File: config.mk
export PLATFORM = sky130hd
export DESIGN_NAME = hcer_regs
export DESIGN_NICKNAME = d
export VERILOG_FILES = /design/src/core/hcer_pkg.sv /design/src/core/hcer_regs.sv
export SDC_FILE = /design/constraint.sdc
export NUM_CORES = 1
export LEC_CHECK = 0
export BUFFER_PORTS_ARGS = -buffer_cell sky130_fd_sc_hd__buf_2
export CORE_MARGIN = 4
export CORE_UTILIZATION = 35
export DETAILED_ROUTE_END_ITERATION = 12
export GPL_TIMING_DRIVEN = 0
export HOLD_SLACK_MARGIN = 0.1
export REMOVE_ABC_BUFFERS = 1
export SETUP_SLACK_MARGIN = 0.05
export SLEW_MARGIN = 20
export SYNTH_ARGS = -nofsm -noshare
export SYNTH_HDL_FRONTEND = slang
export SYNTH_SLANG_ARGS = --single-unit
File: constraint.sdc
create_clock -name mclk_i -period 2 [get_ports mclk_i]
set_clock_uncertainty 0.1 [all_clocks]
set_input_delay 0.1 -clock mclk_i [delete_from_list [all_inputs] [get_ports mclk_i]]
set_output_delay 0.1 -clock mclk_i [all_outputs]
set_load 0.02 [all_outputs]
File: src/core/hcer_pkg.sv
package hcer_pkg;
    // Register offsets (byte addresses)
    localparam logic [7:0] ADDR_CHIP_CFG = 8'h08;
    localparam logic [7:0] ADDR_MAC_LOW = 8'h10;
    localparam logic [7:0] ADDR_MAC_MID = 8'h12;
    localparam logic [7:0] ADDR_MAC_HIGH = 8'h14;
    localparam logic [7:0] ADDR_BUS_CLK = 8'h20;
    localparam logic [7:0] ADDR_PROM_CTL = 8'h22;
    localparam logic [7:0] ADDR_BIST = 8'h24;
    localparam logic [7:0] ADDR_IRQ_STAT = 8'h40;
    localparam logic [7:0] ADDR_IRQ_MASK = 8'h42;
    // Field positions
    localparam int BCC_DRIVE_BIT = 6;
    localparam int BCC_SRC_BIT = 2;
    localparam int PCT_DIR_BIT = 5;
    localparam int PCT_EN_BIT = 4;
    localparam int PCT_DIN_BIT = 3;
    localparam int PCT_DO_BIT = 2;
    localparam int PCT_SK_BIT = 1;
    localparam int PCT_CS_BIT = 0;
    localparam int CCR_PRESENT_BIT = 9;
    localparam int IRQ_LOAD_BIT = 0;
    localparam int IRQ_BIST_BIT = 1;
    localparam logic [15:0] BCC_WR_MASK = 16'hffff;
    localparam logic [15:0] RESET_ZERO16 = 16'h0000;
    localparam logic [1:0] BCC_DIV_RSVD = 2'h3;
    // Loader: first prom word, read opcode, timing
    localparam logic [7:0] PROM_FIRST_WORD = 8'h01;
    localparam logic [2:0] PROM_READ_OP = 3'h6;
    localparam int CLK_MHZ = 50;
    localparam int PROM_SK_HALF_NS = 1000;
    localparam int PROM_SK_HALF_CYC = (PROM_SK_HALF_NS * CLK_MHZ + 999) / 1000;
    localparam int BIST_CYCLES = 64;
    localparam logic [4:0] SHIFT_LAST = 5'd26;
    localparam logic [4:0] CMD_LAST = 5'd10;
    localparam logic [4:0] STRAP_WAIT = 5'd2;

    typedef enum logic [2:0] {
        LD_IDLE = 3'b000,
        LD_CSUP = 3'b001,
        LD_SHIFT = 3'b011,
        LD_STORE = 3'b010,
        LD_DONE = 3'b110
    } hcer_ld_t;

    typedef struct packed {
        logic [7:0] addr;
        logic [15:0] wdata;
        logic wr;
        logic rd;
    } hcer_bus_req_t;

    typedef struct packed {
        logic do_o;
        logic do_oe;
        logic sk;
        logic cs;
    } hcer_prom_pins_t;

    typedef struct packed {
        logic [15:0] mac_low;
        logic [15:0] mac_mid;
        logic [15:0] mac_high;
        logic [15:0] bus_clk;
        logic [5:0] prom_ctl;
        logic [15:0] bist;
        logic present;
        logic strap_taken;
        logic [1:0] irq_stat;
        logic [1:0] irq_mask;
        hcer_ld_t ld;
        logic [1:0] word_idx;
        logic [4:0] bit_cnt;
        logic [7:0] half_cnt;
        logic sk_ph;
        logic [26:0] shreg;
        logic [15:0] rdata;
        logic [6:0] bist_cnt;
        hcer_prom_pins_t pins;
        logic irq;
        logic drive_16ma;
        logic [1:0] div_sel;
        logic din_s1;
        logic din_s2;
    } hcer_state_t;
endpackage

File: src/core/hcer_regs.sv
// Local design decision: the strobed register port.
`timescale 1ns/1ps
// Functional notes
// RL1: After reset with prom present, load station address starting at word 0x1.
// RL2: Word 0x1 to low, 0x2 to middle, 0x3 to high register.
// RL3: Address registers are host read/write; writes never reach the prom.
// RL4: Without prom, software writes the station address itself.
// RL5: Data pin high at reset means prom present; only then load.
// RL6: Bus control bit 2 selects clock source; 0 is 125 MHz.
// RL7: Bus control bits 1-0 select divide by one, two, three; 11 reserved.
// RL8: Bus control bit 6 selects 8 mA or 16 mA drive; resets 0.
// RL9: Software keeps the undivided bus clock unless the host runs faster.
// RL10: Prom control bit 4 hands prom pins to software; resets 0.
// RL11: Write-only bit 5 selects software read or write direction.
// RL12: Read-only bit 3 returns the live prom data pin level.
// RL13: Bits 2, 1, 0 drive data-out, serial clock, chip select.
// RL14: Software alone times prom accesses while software access is on.
// RL15: Loader owns prom pins during the fetch, releases them when done.
// RL16: Self test of both packet memories runs after every reset.
// RL17: TX test: bit 12 done, bit 11 failed, bits 10-8 fail count.
// RL18: RX test: bit 4 done, bit 3 failed, bits 2-0 count; rest zero.
// RL19: Prom presence captured at reset into config bit 9.
module hcer_regs
    import hcer_pkg::*;
(
    // Clock and reset
    input wire logic mclk_i,
    input wire logic sys_rst_i,
    // Register port
    input wire logic [7:0] reg_addr_i,
    input wire logic [15:0] reg_wdata_i,
    input wire logic reg_wr_i,
    input wire logic reg_rd_i,
    output logic [15:0] reg_rdata_o,
    output logic irq_o,
    // Memory self test results
    input wire logic tx_selftest_failed_i,
    input wire logic [2:0] tx_selftest_fail_count_i,
    input wire logic rx_selftest_failed_i,
    input wire logic [2:0] rx_selftest_fail_count_i,
    // Prom pins
    input wire logic prom_data_pin_i,
    output logic prom_data_pin_o,
    output logic prom_data_pin_oe_o,
    output logic prom_serial_clock_pin_o,
    output logic prom_chip_select_pin_o,
    // Chip settings
    output logic drive_16ma_o,
    output logic [1:0] bus_clk_div_o
);

    hcer_state_t s_ff;
    hcer_state_t nxt_s;
    hcer_bus_req_t req;
    logic ld_busy;
    logic sw_on;
    logic [15:0] prom_ctl_rd;
    logic [15:0] bist_rd;
    logic load_evt;
    logic bist_evt;

    assign req = '{addr: reg_addr_i, wdata: reg_wdata_i, wr: reg_wr_i, rd: reg_rd_i};
    assign ld_busy = (s_ff.ld != LD_IDLE) && (s_ff.ld != LD_DONE);
    assign sw_on = s_ff.prom_ctl[PCT_EN_BIT] && !ld_busy;
    assign prom_ctl_rd = {10'h000, 1'b0, s_ff.prom_ctl[PCT_EN_BIT], s_ff.din_s2,
        s_ff.prom_ctl[PCT_DO_BIT:0]}; // RL11 RL12
    assign bist_rd = {3'h0, s_ff.bist[12:8], 3'h0, s_ff.bist[4:0]}; // RL18
    assign load_evt = (s_ff.ld == LD_STORE) && (s_ff.word_idx == 2'd2);
    assign bist_evt = (s_ff.bist_cnt == 7'(BIST_CYCLES - 1));

    //----------------------------------------
    // Next state
    //----------------------------------------
    always_comb begin
        nxt_s = s_ff;
        nxt_s.din_s1 = prom_data_pin_i;
        nxt_s.din_s2 = s_ff.din_s1;
        nxt_s.rdata = RESET_ZERO16;
        // Presence strap caught once the pin synchroniser has filled
        if (!s_ff.strap_taken && s_ff.bit_cnt == STRAP_WAIT) begin
            nxt_s.strap_taken = 1'b1;
            nxt_s.present = s_ff.din_s2; // RL5 RL19
            if (s_ff.din_s2) begin
                nxt_s.ld = LD_CSUP; // RL1
            end else begin
                nxt_s.ld = LD_DONE;
            end
        end
        // Self test sequencer
        if (!s_ff.bist[12]) begin
            nxt_s.bist_cnt = s_ff.bist_cnt + 7'd1;
            if (bist_evt) begin
                nxt_s.bist[12] = 1'b1; // RL16 RL17
                nxt_s.bist[11] = tx_selftest_failed_i; // RL17
                nxt_s.bist[10:8] = tx_selftest_fail_count_i; // RL17
                nxt_s.bist[4] = 1'b1; // RL18
                nxt_s.bist[3] = rx_selftest_failed_i; // RL18
                nxt_s.bist[2:0] = rx_selftest_fail_count_i; // RL18
            end
        end
        // Loader sequencer: read op, 8-bit address, 16 data bits
        nxt_s.half_cnt = s_ff.half_cnt + 8'd1;
        unique case (s_ff.ld)
            LD_IDLE: begin
                nxt_s.half_cnt = 8'd0;
                nxt_s.bit_cnt = s_ff.bit_cnt + 5'd1;
            end
            LD_CSUP: begin
                nxt_s.shreg = {PROM_READ_OP, PROM_FIRST_WORD + 8'(s_ff.word_idx), 16'h0000};
                nxt_s.bit_cnt = 5'd0;
                nxt_s.sk_ph = 1'b0;
                nxt_s.half_cnt = 8'd0;
                nxt_s.ld = LD_SHIFT;
            end
            LD_SHIFT: begin
                if (s_ff.half_cnt == 8'(PROM_SK_HALF_CYC - 1)) begin
                    nxt_s.half_cnt = 8'd0;
                    nxt_s.sk_ph = !s_ff.sk_ph;
                    if (s_ff.sk_ph) begin
                        nxt_s.shreg = {s_ff.shreg[25:0], s_ff.din_s2};
                        nxt_s.bit_cnt = s_ff.bit_cnt + 5'd1;
                        if (s_ff.bit_cnt == SHIFT_LAST) begin
                            nxt_s.ld = LD_STORE;
                        end
                    end
                end
            end
            LD_STORE: begin
                unique case (s_ff.word_idx)
                    2'd0: nxt_s.mac_low = s_ff.shreg[15:0]; // RL2
                    2'd1: nxt_s.mac_mid = s_ff.shreg[15:0]; // RL2
                    default: nxt_s.mac_high = s_ff.shreg[15:0]; // RL2
                endcase
                if (s_ff.word_idx == 2'd2) begin
                    nxt_s.ld = LD_DONE;
                end else begin
                    nxt_s.word_idx = s_ff.word_idx + 2'd1;
                    nxt_s.ld = LD_CSUP;
                end
            end
            LD_DONE: begin
                nxt_s.half_cnt = 8'd0;
            end
            default: nxt_s.ld = LD_DONE;
        endcase
        // Register writes
        if (req.wr) begin
            unique case (req.addr)
                ADDR_MAC_LOW: nxt_s.mac_low = req.wdata; // RL3
                ADDR_MAC_MID: nxt_s.mac_mid = req.wdata; // RL3
                ADDR_MAC_HIGH: nxt_s.mac_high = req.wdata; // RL3
                ADDR_BUS_CLK: nxt_s.bus_clk = req.wdata & BCC_WR_MASK; // RL6 RL7 RL8
                ADDR_PROM_CTL: nxt_s.prom_ctl = req.wdata[5:0]; // RL10 RL11 RL13
                ADDR_IRQ_STAT: nxt_s.irq_stat = s_ff.irq_stat & ~req.wdata[1:0];
                ADDR_IRQ_MASK: nxt_s.irq_mask = req.wdata[1:0];
                default: ;
            endcase
        end
        // Events win over a clear
        if (load_evt) begin
            nxt_s.irq_stat[IRQ_LOAD_BIT] = 1'b1;
        end
        if (bist_evt && !s_ff.bist[12]) begin
            nxt_s.irq_stat[IRQ_BIST_BIT] = 1'b1;
        end
        // Register reads
        if (req.rd) begin
            unique case (req.addr)
                ADDR_CHIP_CFG: nxt_s.rdata = 16'(s_ff.present) << CCR_PRESENT_BIT; // RL19
                ADDR_MAC_LOW: nxt_s.rdata = s_ff.mac_low;
                ADDR_MAC_MID: nxt_s.rdata = s_ff.mac_mid;
                ADDR_MAC_HIGH: nxt_s.rdata = s_ff.mac_high;
                ADDR_BUS_CLK: nxt_s.rdata = s_ff.bus_clk;
                ADDR_PROM_CTL: nxt_s.rdata = prom_ctl_rd;
                ADDR_BIST: nxt_s.rdata = bist_rd;
                ADDR_IRQ_STAT: nxt_s.rdata = {14'h0000, s_ff.irq_stat};
                ADDR_IRQ_MASK: nxt_s.rdata = {14'h0000, s_ff.irq_mask};
                default: nxt_s.rdata = RESET_ZERO16;
            endcase
        end
        // Pin ownership
        if (ld_busy) begin
            nxt_s.pins.cs = (s_ff.ld == LD_SHIFT); // RL15
            nxt_s.pins.sk = s_ff.sk_ph && (s_ff.ld == LD_SHIFT); // RL15
            nxt_s.pins.do_o = s_ff.shreg[26]; // RL15
            // Let go of the data pin just after the last address bit is clocked in
            nxt_s.pins.do_oe = (s_ff.ld == LD_SHIFT) && ((s_ff.bit_cnt < CMD_LAST)
                || (s_ff.bit_cnt == CMD_LAST && (!s_ff.sk_ph || s_ff.half_cnt == 8'd0))); // RL15
        end else if (sw_on) begin
            nxt_s.pins.cs = s_ff.prom_ctl[PCT_CS_BIT]; // RL10 RL13
            nxt_s.pins.sk = s_ff.prom_ctl[PCT_SK_BIT]; // RL13
            nxt_s.pins.do_o = s_ff.prom_ctl[PCT_DO_BIT]; // RL13
            nxt_s.pins.do_oe = s_ff.prom_ctl[PCT_DIR_BIT]; // RL11
        end else begin
            nxt_s.pins = '0;
        end
        nxt_s.irq = |(nxt_s.irq_stat & nxt_s.irq_mask);
        nxt_s.drive_16ma = nxt_s.bus_clk[BCC_DRIVE_BIT]; // RL8
        // Source 1 and divider 11 are reserved: hold undivided
        if (nxt_s.bus_clk[BCC_SRC_BIT] || nxt_s.bus_clk[1:0] == BCC_DIV_RSVD) begin
            nxt_s.div_sel = 2'h0; // RL6 RL7
        end else begin
            nxt_s.div_sel = nxt_s.bus_clk[1:0]; // RL7
        end
    end

    //----------------------------------------
    // State register
    //----------------------------------------
    always_ff @(posedge mclk_i) begin
        if (sys_rst_i) begin
            s_ff <= '0;
            s_ff.ld <= LD_IDLE;
        end else begin
            s_ff <= nxt_s;
        end
    end

    assign reg_rdata_o = s_ff.rdata;
    assign irq_o = s_ff.irq;
    assign prom_data_pin_o = s_ff.pins.do_o;
    assign prom_data_pin_oe_o = s_ff.pins.do_oe;
    assign prom_serial_clock_pin_o = s_ff.pins.sk;
    assign prom_chip_select_pin_o = s_ff.pins.cs;
    assign drive_16ma_o = s_ff.drive_16ma;
    assign bus_clk_div_o = s_ff.div_sel;
endmodule // hcer_regs

; ---- Word-level counts from Yosys, hierarchy flattened
; Index checks and enable logic that the tools add are counted.
; Widths: inputs -> output; s select.
[op_classes]
bitwise = 6
n_eq_ne = 24
n_lt_le_gt_ge = 1
reduce_logical = 34
n_addsub = 5
n_mux = 33
[ops]
columns = operator, n
row1 = $pmux 16 s9, 1
row2 = $mux 16, 7
row3 = $mux 70, 1
row4 = $pmux 28 s2, 1
row5 = $mux 48, 1
row6 = $mux 41, 1
row7 = $eq 8x6->1 const B, 4
row8 = $mux 27, 1
row9 = $eq 8x5->1 const B, 3
row10 = $mux 3, 6
row11 = $eq 8x7->1 const B, 2
row12 = $pmux 8 s2, 1
row13 = $mux 5, 3
row14 = $pmux 5 s3, 1
row15 = $mux 4, 3
row16 = $pmux 3 s4, 1
row17 = $reduce_and 2->1, 5
row18 = $reduce_or 2->1, 5
row19 = $add 8x1->8 const B, 1
row20 = $eq 8x4->1 const B, 1
row21 = $logic_and 1x1->1, 8
row22 = $logic_not 8->1, 1
row23 = $add 7x1->7 const B, 1
row24 = $eq 7x6->1 const B, 1
row25 = other kinds (28), 43
[word_totals]
wordCells = 132
register_bits = 165
inputBits = 37

; ---- Longest topological paths before layout
; Gate-level depths: netlist of run 1.
[depth]
word_depth = 9
ltp_mapped = 8
depth_no_buf = 6

; ---- Worst setup path before layout of run 1
; Ideal clock, no wire load.
[synth_path]
path_type = register -> register
from = register s_ff[62] (netlist bit)
to = register s_ff[57] (netlist bit)
required_time_ps = 1841
t_arrival_ps = 1660
stages_incl_launch_ff = 8
n_path_buf = 1
slack_ps = 181
cell_sequence = dfxtp_1 > inv_1 > ha_1 > and3_1 > a31o_2 > a21oi_2 > buf_2 > a22o_1
[synth_between]
elab_chain_len = 3
[synth_lines]
columns = item, line_no
row1 = from (decl), hcer_regs.sv:52  ; hcer_state_t s_ff;
row2 = from (signal assigned), hcer_regs.sv:215  ; s_ff <= nxt_s;
row3 = $eq 8x6->1, hcer_regs.sv:116  ; if (s_ff.half_cnt == 8'(PROM_SK_HALF_CYC - 1)) begin
row4 = $ne 2x2->1 (no line), --
row5 = $reduce_and 3->1 (no line), --
; No other way between the ends.
; A chain may end at the register's enable or synchronous reset.

; ---- Final worst setup path of run 1
[layout_path]
from = input port reg_addr_i[2]
to = register s_ff, in the netlist bus_clk_div_o[0]
[layout_between]
elab_chain_len = 6
[layout_lines]
columns = item, line_no
row1 = from (decl), hcer_regs.sv:30  ; input wire logic [7:0] reg_addr_i,
row2 = $eq 8x6->1 (*), hcer_regs.sv:148  ; unique case (req.addr)
row3 = $mux 16 (*), hcer_regs.sv:148
row4 = $mux 70 (*), hcer_regs.sv:147  ; if (req.wr) begin
row5 = $eq 2x2->1, hcer_regs.sv:200  ; if (nxt_s.bus_clk[BCC_SRC_BIT] || nxt_s.bus_clk[1:0] == BCC_DIV_RSVD) begin
row6 = $logic_or 1x1->1, hcer_regs.sv:200
row7 = $reduce_or 2->1 (no line), --
; Mark *: on every way between the ends. The rest lies on a longest branch, timed or not.

==> flow_summary.ini, run 1 <==
[job]
cap_violations = 0

[synth]
syn-cell-area_sq_um = 7700
netlist-cell-type-count = 69
ys_ff_latch = 163
syn_area_per_cell_sq_um = 9.02
yosys_most_used_dff = dfxtp_1
ys_warn_count = 0
syn_inst = 854
synth.yosys.seq_area_share_pct = 42.4
synth_edf_count = 0
ys_async_sr_fraction_pct = 0

[clock_network]
clock_tree.buffer_depth = 2
cts_root_buffer = clkbuf_16
cts_tree = built
cts.sinks = 163
cts_buffers = 17
clkTransAtPathRegs_ns = 0.06
insertion_delay_ns = 0.43
htreeDepth = 4

[layout]
drive_gt1_share_pct = 19.4
n_antenna_cell = 0
area_delta_synth_final_pct = 20.9
finalCoreUtilization_pct = 42.8
num-nets-final = 967

[routing]
firstDrtPassIters = 5
drtIter0Drc = 454
drc = 0
ant_nets = 0
routed_wl_um = 21400
wl_per_cell_um = 17.7
via_count = 6488
post_drt_via_cell_ratio = 5.35

[die]
start_util_pct = 35.4
die_x_um = 156
dieArea_sq_um = 24400
core_area_sq_um = 21800
num_io_pins = 61
rows = 54
fp.dieH_um = 156

[power_and_ir_drop]
p_sw_w = 0.00247
max-vdd-ir-drop_mv = 0.381
p_sw_share_pct = 29.6
power.share.clock_pct = 39.7
p_seq_share_pct = 42.3
p_int_w = 0.00587
p_per_area_nw_per_um2 = 895
combPwrFrac_pct = 18.0
leakagePower_nw = 3.26

[critical_path]
ff2ff_path_depth = 6
r2r_slack_ns = 0.17
cp_data_required_time_ns = 2.19
slowest_stage = and3_2
max_stage_delay_ns = 0.51
path_max_fanout = 31
end_kind = register
cp.arrival_ns = 2.08
start_kind = input port
cp_cell_sequence = buf_2 -> nor4_4 -> buf_6 -> and3_2 -> mux2i_1 -> nor3_1
r2r-start = s_ff[62]
crit_type = in2reg
reg2reg_to = s_ff[59]
critPathBufInv = 2
crit_family = simple AND/OR/NAND/NOR gates

[place]
dp_slack_ns = -0.962
port_buffers = 60
dp_hpwl_um = 13500
gp_congestion = 0.799

[sta]
relSlewSlack_pct = 51.1
min_period_ns = 1.89
fmax_ghz = 0.530
rsz0062_at_grt = false
final_max_slew_viol_count = 0
layout_setup_ws_ns = 0.112
worst_pin_slew_ns = 0.733
finalSetupTns_ns = 0
min_period_over_period_pct = 94.4
hold_viol_final = 0
setup_viol = 0

[outcome]
outcome = finished, final reports clean

[global_routing]
antenna_found_initial = 0
grt_pass1_vias = 6108
grt_pass1_wl_um = 33900
grt_start_max_net_pins = 73
grt-ovfl-total = 0
track_usage_pct = 17.5

[hold_path]
hold_path.class = in2reg
min_to = reg_rdata_o[9]
hp-start = reg_addr_i[6]
hold_path_depth = 5
[Yosys cell counts (7+ instances only)]
master,count,area (sq um)
a21oi_2,11,96.3
buf_2,12,60.1
nand2_1,75,282
inv_1,14,52.6
o21ai_0,23,115
a211oi_1,33,248
a21oi_1,50,250
nor2_1,95,357
ha_1,10,125
clkbuf_1,38,143
dfxtp_1,163,3260
nand4_1,7,43.8
buf_4,23,173
nand3b_1,27,203
mux2i_1,55,551
a311oi_1,22,193
a22o_1,27,236
and2_1,18,113
nand3_1,30,150
nor2b_1,8,50.1
xnor2_1,7,61.3
[through the flow]
stage	power (W)	instances	instance area (sq um)	hold WS (ns)
after detailed placement	0.00484	1124	8080	0.222
after floorplan	0.00435	773	7260	0.0691
after CTS	0.00833	1202	9200	0.143
after global placement	0.00479	1113	7920	0.218
final	0.00834	1213	9320	0.169
after global routing	0.00869	1213	9320	0.163
[how the worst max path moves through the flow]
stage                       start          endpoint  slack (ns)  cells past startpoint
floorplan           reg_addr_i[1]         s_ff[155]       -0.43                      4
global placement    reg_addr_i[1]         s_ff[166]       -2.61                      5
detailed placement  reg_addr_i[4]         s_ff[156]       -0.96                      4
CTS                      s_ff[78]         s_ff[126]        0.06                      5
global route        reg_addr_i[2]  bus_clk_div_o[0]        0.05                      6
finish              reg_addr_i[2]  bus_clk_div_o[0]        0.11                      6
[sequential cells by signal, indices dropped and copies added (netlist names)]
name	cells
irq_o	1
bus_clk_div_o	2
s_ff	124
bist_rd	10
prom_serial_clock_pin_o	1
reg_rdata_o	16
prom_chip_select_pin_o	1
nxt_s	1
prom_ctl_rd	5
prom_data_pin_oe_o	1
prom_data_pin_o	1
[routing by layer]
metal  wire length, um  global-route usage (%)
met1              9680                    22.9
met2             10200                    28.6
met3               999                    3.21
met4               527                    6.78
met5                 0                       0
[logic make-up after synthesis]
logic type / after synthesis / share of synthesized area (%)
multiplexers: 58 / 7.58
flip-flops: 163 / 42.4
XOR/XNOR: 13 / 1.48
buffers and inverters: 96 / 6.43
AND/OR/NAND/NOR: 306 / 21.0
AO/OA/AOI/OAI: 208 / 19.6
adder cells (fa/ha/maj): 10 / 1.62
[layout make-up]
type | count | area [sq um]
flip-flops and latches | 163 | 3270
multi-input cells | 595 | 4080
clock buffers | 19 | 443
well taps | 280 | 350
clock inverters | 13 | 149
fillers | 2117 | 12400
inverters | 15 | 56.3
repair buffers | 128 | 967
[timing repair]
| item | CTS | global route |
|---|---|---|
| buffers inserted | 15 | 11 |
| hold endpoints to repair | 92 | 0 |
| hold buffers | 31 | 0 |
| gates resized for setup | 16 | 7 |
| pin swaps | 4 | 3 |
| setup endpoints to repair | 104 | 84 |
[worst register-to-register path, stage by stage, from the launching register on]
cell,delay [ns]
dfxtp_2,0.35
inv_1,0.06
ha_1,0.18
and3_4,0.24
a31o_4,0.29
and2_2,0.27
a311oi_1,0.26
[power groups by stage]
stage	sequential, W	clock (W)	combinational [W]
after detailed placement	0.00358	0	0.00126
after global routing	0.00354	0.00352	0.00163
after CTS	0.00351	0.00337	0.00144
after global placement	0.00357	0	0.00121
final	0.00352	0.00331	0.00150
after floorplan	0.00354	0	0.000810
[cell usage in the layout (no fill, tap or decap), drive strengths merged, types with 4 or more instances in the layout]
| cell | count |
|---|---|
| a211oi | 34 |
| a21boi | 4 |
| a21oi | 61 |
| a22o | 27 |
| a22oi | 6 |
| a2bb2oi | 5 |
| a311oi | 22 |
| a31o | 4 |
| and2 | 19 |
| and3 | 4 |
| buf | 98 |
| clkbuf | 19 |
| clkinv | 6 |
| dfxtp | 163 |
| dlygate4sd3 | 30 |
| ha | 10 |
| inv | 18 |
| mux2i | 55 |
| nand2 | 75 |
| nand2b | 6 |
| nand3 | 31 |
| nand3b | 27 |
| nand4 | 8 |
| nor2 | 96 |
| nor2b | 8 |
| nor3 | 5 |
| nor4 | 4 |
| nor4b | 4 |
| o21ai | 23 |
| or3 | 4 |
| xnor2 | 7 |
| xor2 | 6 |
Power figures use the tool's default switching activity.
==> run 2: changes to the inputs <==
--- a/config.mk
+++ b/config.mk
@@ -5,6 +5,7 @@
 export SDC_FILE = /design/constraint.sdc
 export NUM_CORES = 1
 export LEC_CHECK = 0
+export ABC_AREA = 1
 export BUFFER_PORTS_ARGS = -buffer_cell sky130_fd_sc_hd__buf_2
 export CORE_MARGIN = 4
 export CORE_UTILIZATION = 35
==> run 2 against run 1 <==
Wire length fell by 0.90%. Sequential power barely moved. Design area fell by 3.4%. Area after synthesis rose by 0.89%. First-iteration DRC count rose by 17%. Die area rose by 0.85%. Via count rose by 12%. Fmax rose by 5.3%. Register-to-register slack improved by 0.05 ns. Clock-buffer cell count rose by 3. Largest power group unchanged.
==> flow_summary.ini, run 2 <==
[global_routing]
grt-ovfl-total = 0
antenna_found_initial = 0
grt_pass1_vias = 6825
met1_usage_pct = 22.0
grt_start_max_net_pins = 78
track_usage_pct = 17.4
top_usage_layer = met2
use_met2_pct = 29.6
grt_pass1_wl_um = 34600
met3_usage_pct = 3.24

[routing]
firstDrtPassIters = 5
wl_per_cell_um = 14.5
ant_nets = 0
drc = 0
via_count = 7243
post_drt_via_cell_ratio = 4.94
routed_wl_um = 21200
drtIter0Drc = 531

[sta]
worst_pin_slew_ns = 0.956
rsz0062_at_grt = false
finalSetupTns_ns = 0
finalHoldWorstSlack_ns = 0.0993
relSlewSlack_pct = 36.2
min_period_over_period_pct = 89.7
fmax_ghz = 0.558
final_max_slew_viol_count = 0
min_period_ns = 1.79
hold_viol_final = 0
layout_setup_ws_ns = 0.207
setup_viol = 0

[power_and_ir_drop]
power.share.clock_pct = 39.4
p_per_area_nw_per_um2 = 899
combPwrFrac_pct = 17.1
p_int_w = 0.00565
p_sw_share_pct = 30.2
p_seq_share_pct = 43.5
max-vdd-ir-drop_mv = 0.461
total_power_w = 0.00809
p_sw_w = 0.00244
leakagePower_nw = 3.58

[place]
gp_congestion = 0.826
port_buffers = 60
dp_slack_ns = -1.12
dp_hpwl_um = 13200

[critical_path]
r2r_slack_ns = 0.22
cp_data_required_time_ns = 2.25
ff2ff_path_depth = 8
reg2reg_to = s_ff[170]
crit_type = in2reg
path_max_fanout = 16
end_kind = register
start_kind = input port
r2r-start = s_ff[74]
cp.arrival_ns = 2.04

[synth]
yosysTopAreaCellShare_pct = 42.0
syn-cell-area_sq_um = 7770
synth_edf_count = 0
synth_common_cells = nand2_1, dfxtp_1, nor2_1
ys_warn_count = 0
yosys_most_used_dff = dfxtp_1
netlist_top_cells_area = dfxtp_1, nand2_1, nand3_1
synth.yosys.seq_area_share_pct = 42.0
ys_ff_latch = 163
ys_async_sr_fraction_pct = 0
netlist-cell-type-count = 32
synth_top_cell_by_area = dfxtp_1
yosysMostFrequentCell = nand2_1
syn_inst = 1132
syn_area_per_cell_sq_um = 6.87

[layout]
largest-register = s_ff
drive_gt1_share_pct = 12.6
final_cell_mix = nand2_1, dfxtp_1, nor2_1, nand3_1, o21ai_0
seqCellArea_sq_um = 3260
n_antenna_cell = 0
finalCoreUtilization_pct = 41.2
fill_cells = 2272
num-nets-final = 1221
multi_input_area_sq_um = 3780
final_common_cell = nand2_1
largest_reg_flops = 124
area_delta_synth_final_pct = 15.8

[clock_network]
htreeDepth = 4
clock_tree.buffer_depth = 2
cts_buffers = 17
cts.sinks = 163
cts_root_buffer = clkbuf_16
insertion_delay_ns = 0.43
cts_tree = built
clkTransAtPathRegs_ns = 0.06

[die]
dieArea_sq_um = 24700
start_util_pct = 35.6
rows = 54
core_area_sq_um = 21800
die_x_um = 157
fp.dieH_um = 157
num_io_pins = 61

[job]
cap_violations = 0

[hold_path]
hold_path_depth = 2
min_to = bist_rd[12]
hp-start = sys_rst_i
hold_path.class = in2reg

[outcome]
outcome = finished, final reports clean
## run 2: logic make-up after synthesis
group                    share of synthesized area [%]
XOR/XNOR                                         0.451
adder cells (fa/ha/maj)                           1.61
AND/OR/NAND/NOR                                   31.5
buffers and inverters                             10.5
flip-flops                                        42.0
AO/OA/AOI/OAI                                     13.9
## run 2: per-layer routing
layer / share of wire [%] / vias up
met4: 2.7 / 0
met3: 5.4 / 40
met1: 44 / 3302
li1: - / 3712
met2: 48 / 189
met5: 0 / -
## run 2: layout make-up
| cell class | instances | share of cell area (%) |
|---|---|---|
| clock inverter | 10 | 1.13 |
| inverter | 110 | 4.67 |
| timing repair buffer | 92 | 6.81 |
| clock buffer | 22 | 5.27 |
| sequential | 163 | 36.3 |
| multi-input combinational | 790 | 42.0 |
| tap | 280 | 3.89 |
## run 2: worst max path at each step
stage,start,to,slack (ns),cells after the start
2_1_floorplan,reg_addr_i[7],s_ff[141],-0.02,6
3_3_place_gp,sys_rst_i,s_ff[66],-1.76,4
3_5_place_dp,reg_addr_i[5],s_ff[150],-1.12,7
4_1_cts,reg_addr_i[0],s_ff[150],0.08,7
5_1_grt,s_ff[74],s_ff[163],0.06,9
6_report,reg_addr_i[7],reg_rdata_o[0],0.21,10
## run 2: critical path, cell delays in order
cell	delay, ns
buf_2	0.10
inv_1	0.07
nand2_2	0.14
nor2_2	0.52
nand2_1	0.17
inv_2	0.20
nor2_1	0.07
nand3_1	0.12
nand2_2	0.30
nor2_1	0.24
## run 2: through the flow
stage	std cells	cell area (sq um)
6_report	1467	9000
3_5_place_dp	1401	8030
3_3_place_gp	1401	8020
2_1_floorplan	1061	7370
5_1_grt	1467	9000
4_1_cts	1462	8930
## run 2: power by group through the flow
stage                     logic, W  clock network, W  registers, W
after floorplan           0.000896                 0       0.00357
after global placement     0.00123                 0       0.00359
after detailed placement   0.00124                 0       0.00359
after CTS                  0.00132           0.00325       0.00352
after global routing       0.00158           0.00340       0.00354
final                      0.00139           0.00319       0.00352
## run 2: timing repair
action | in CTS | in global routing
hold buffers | 28 | 0
endpoints found under the hold margin | 85 | 0
buffers inserted | 0 | 4
resized for setup | 7 | 9
cloned | 1 | 1
setup endpoints to repair | 77 | 73
pin swaps | 1 | 1
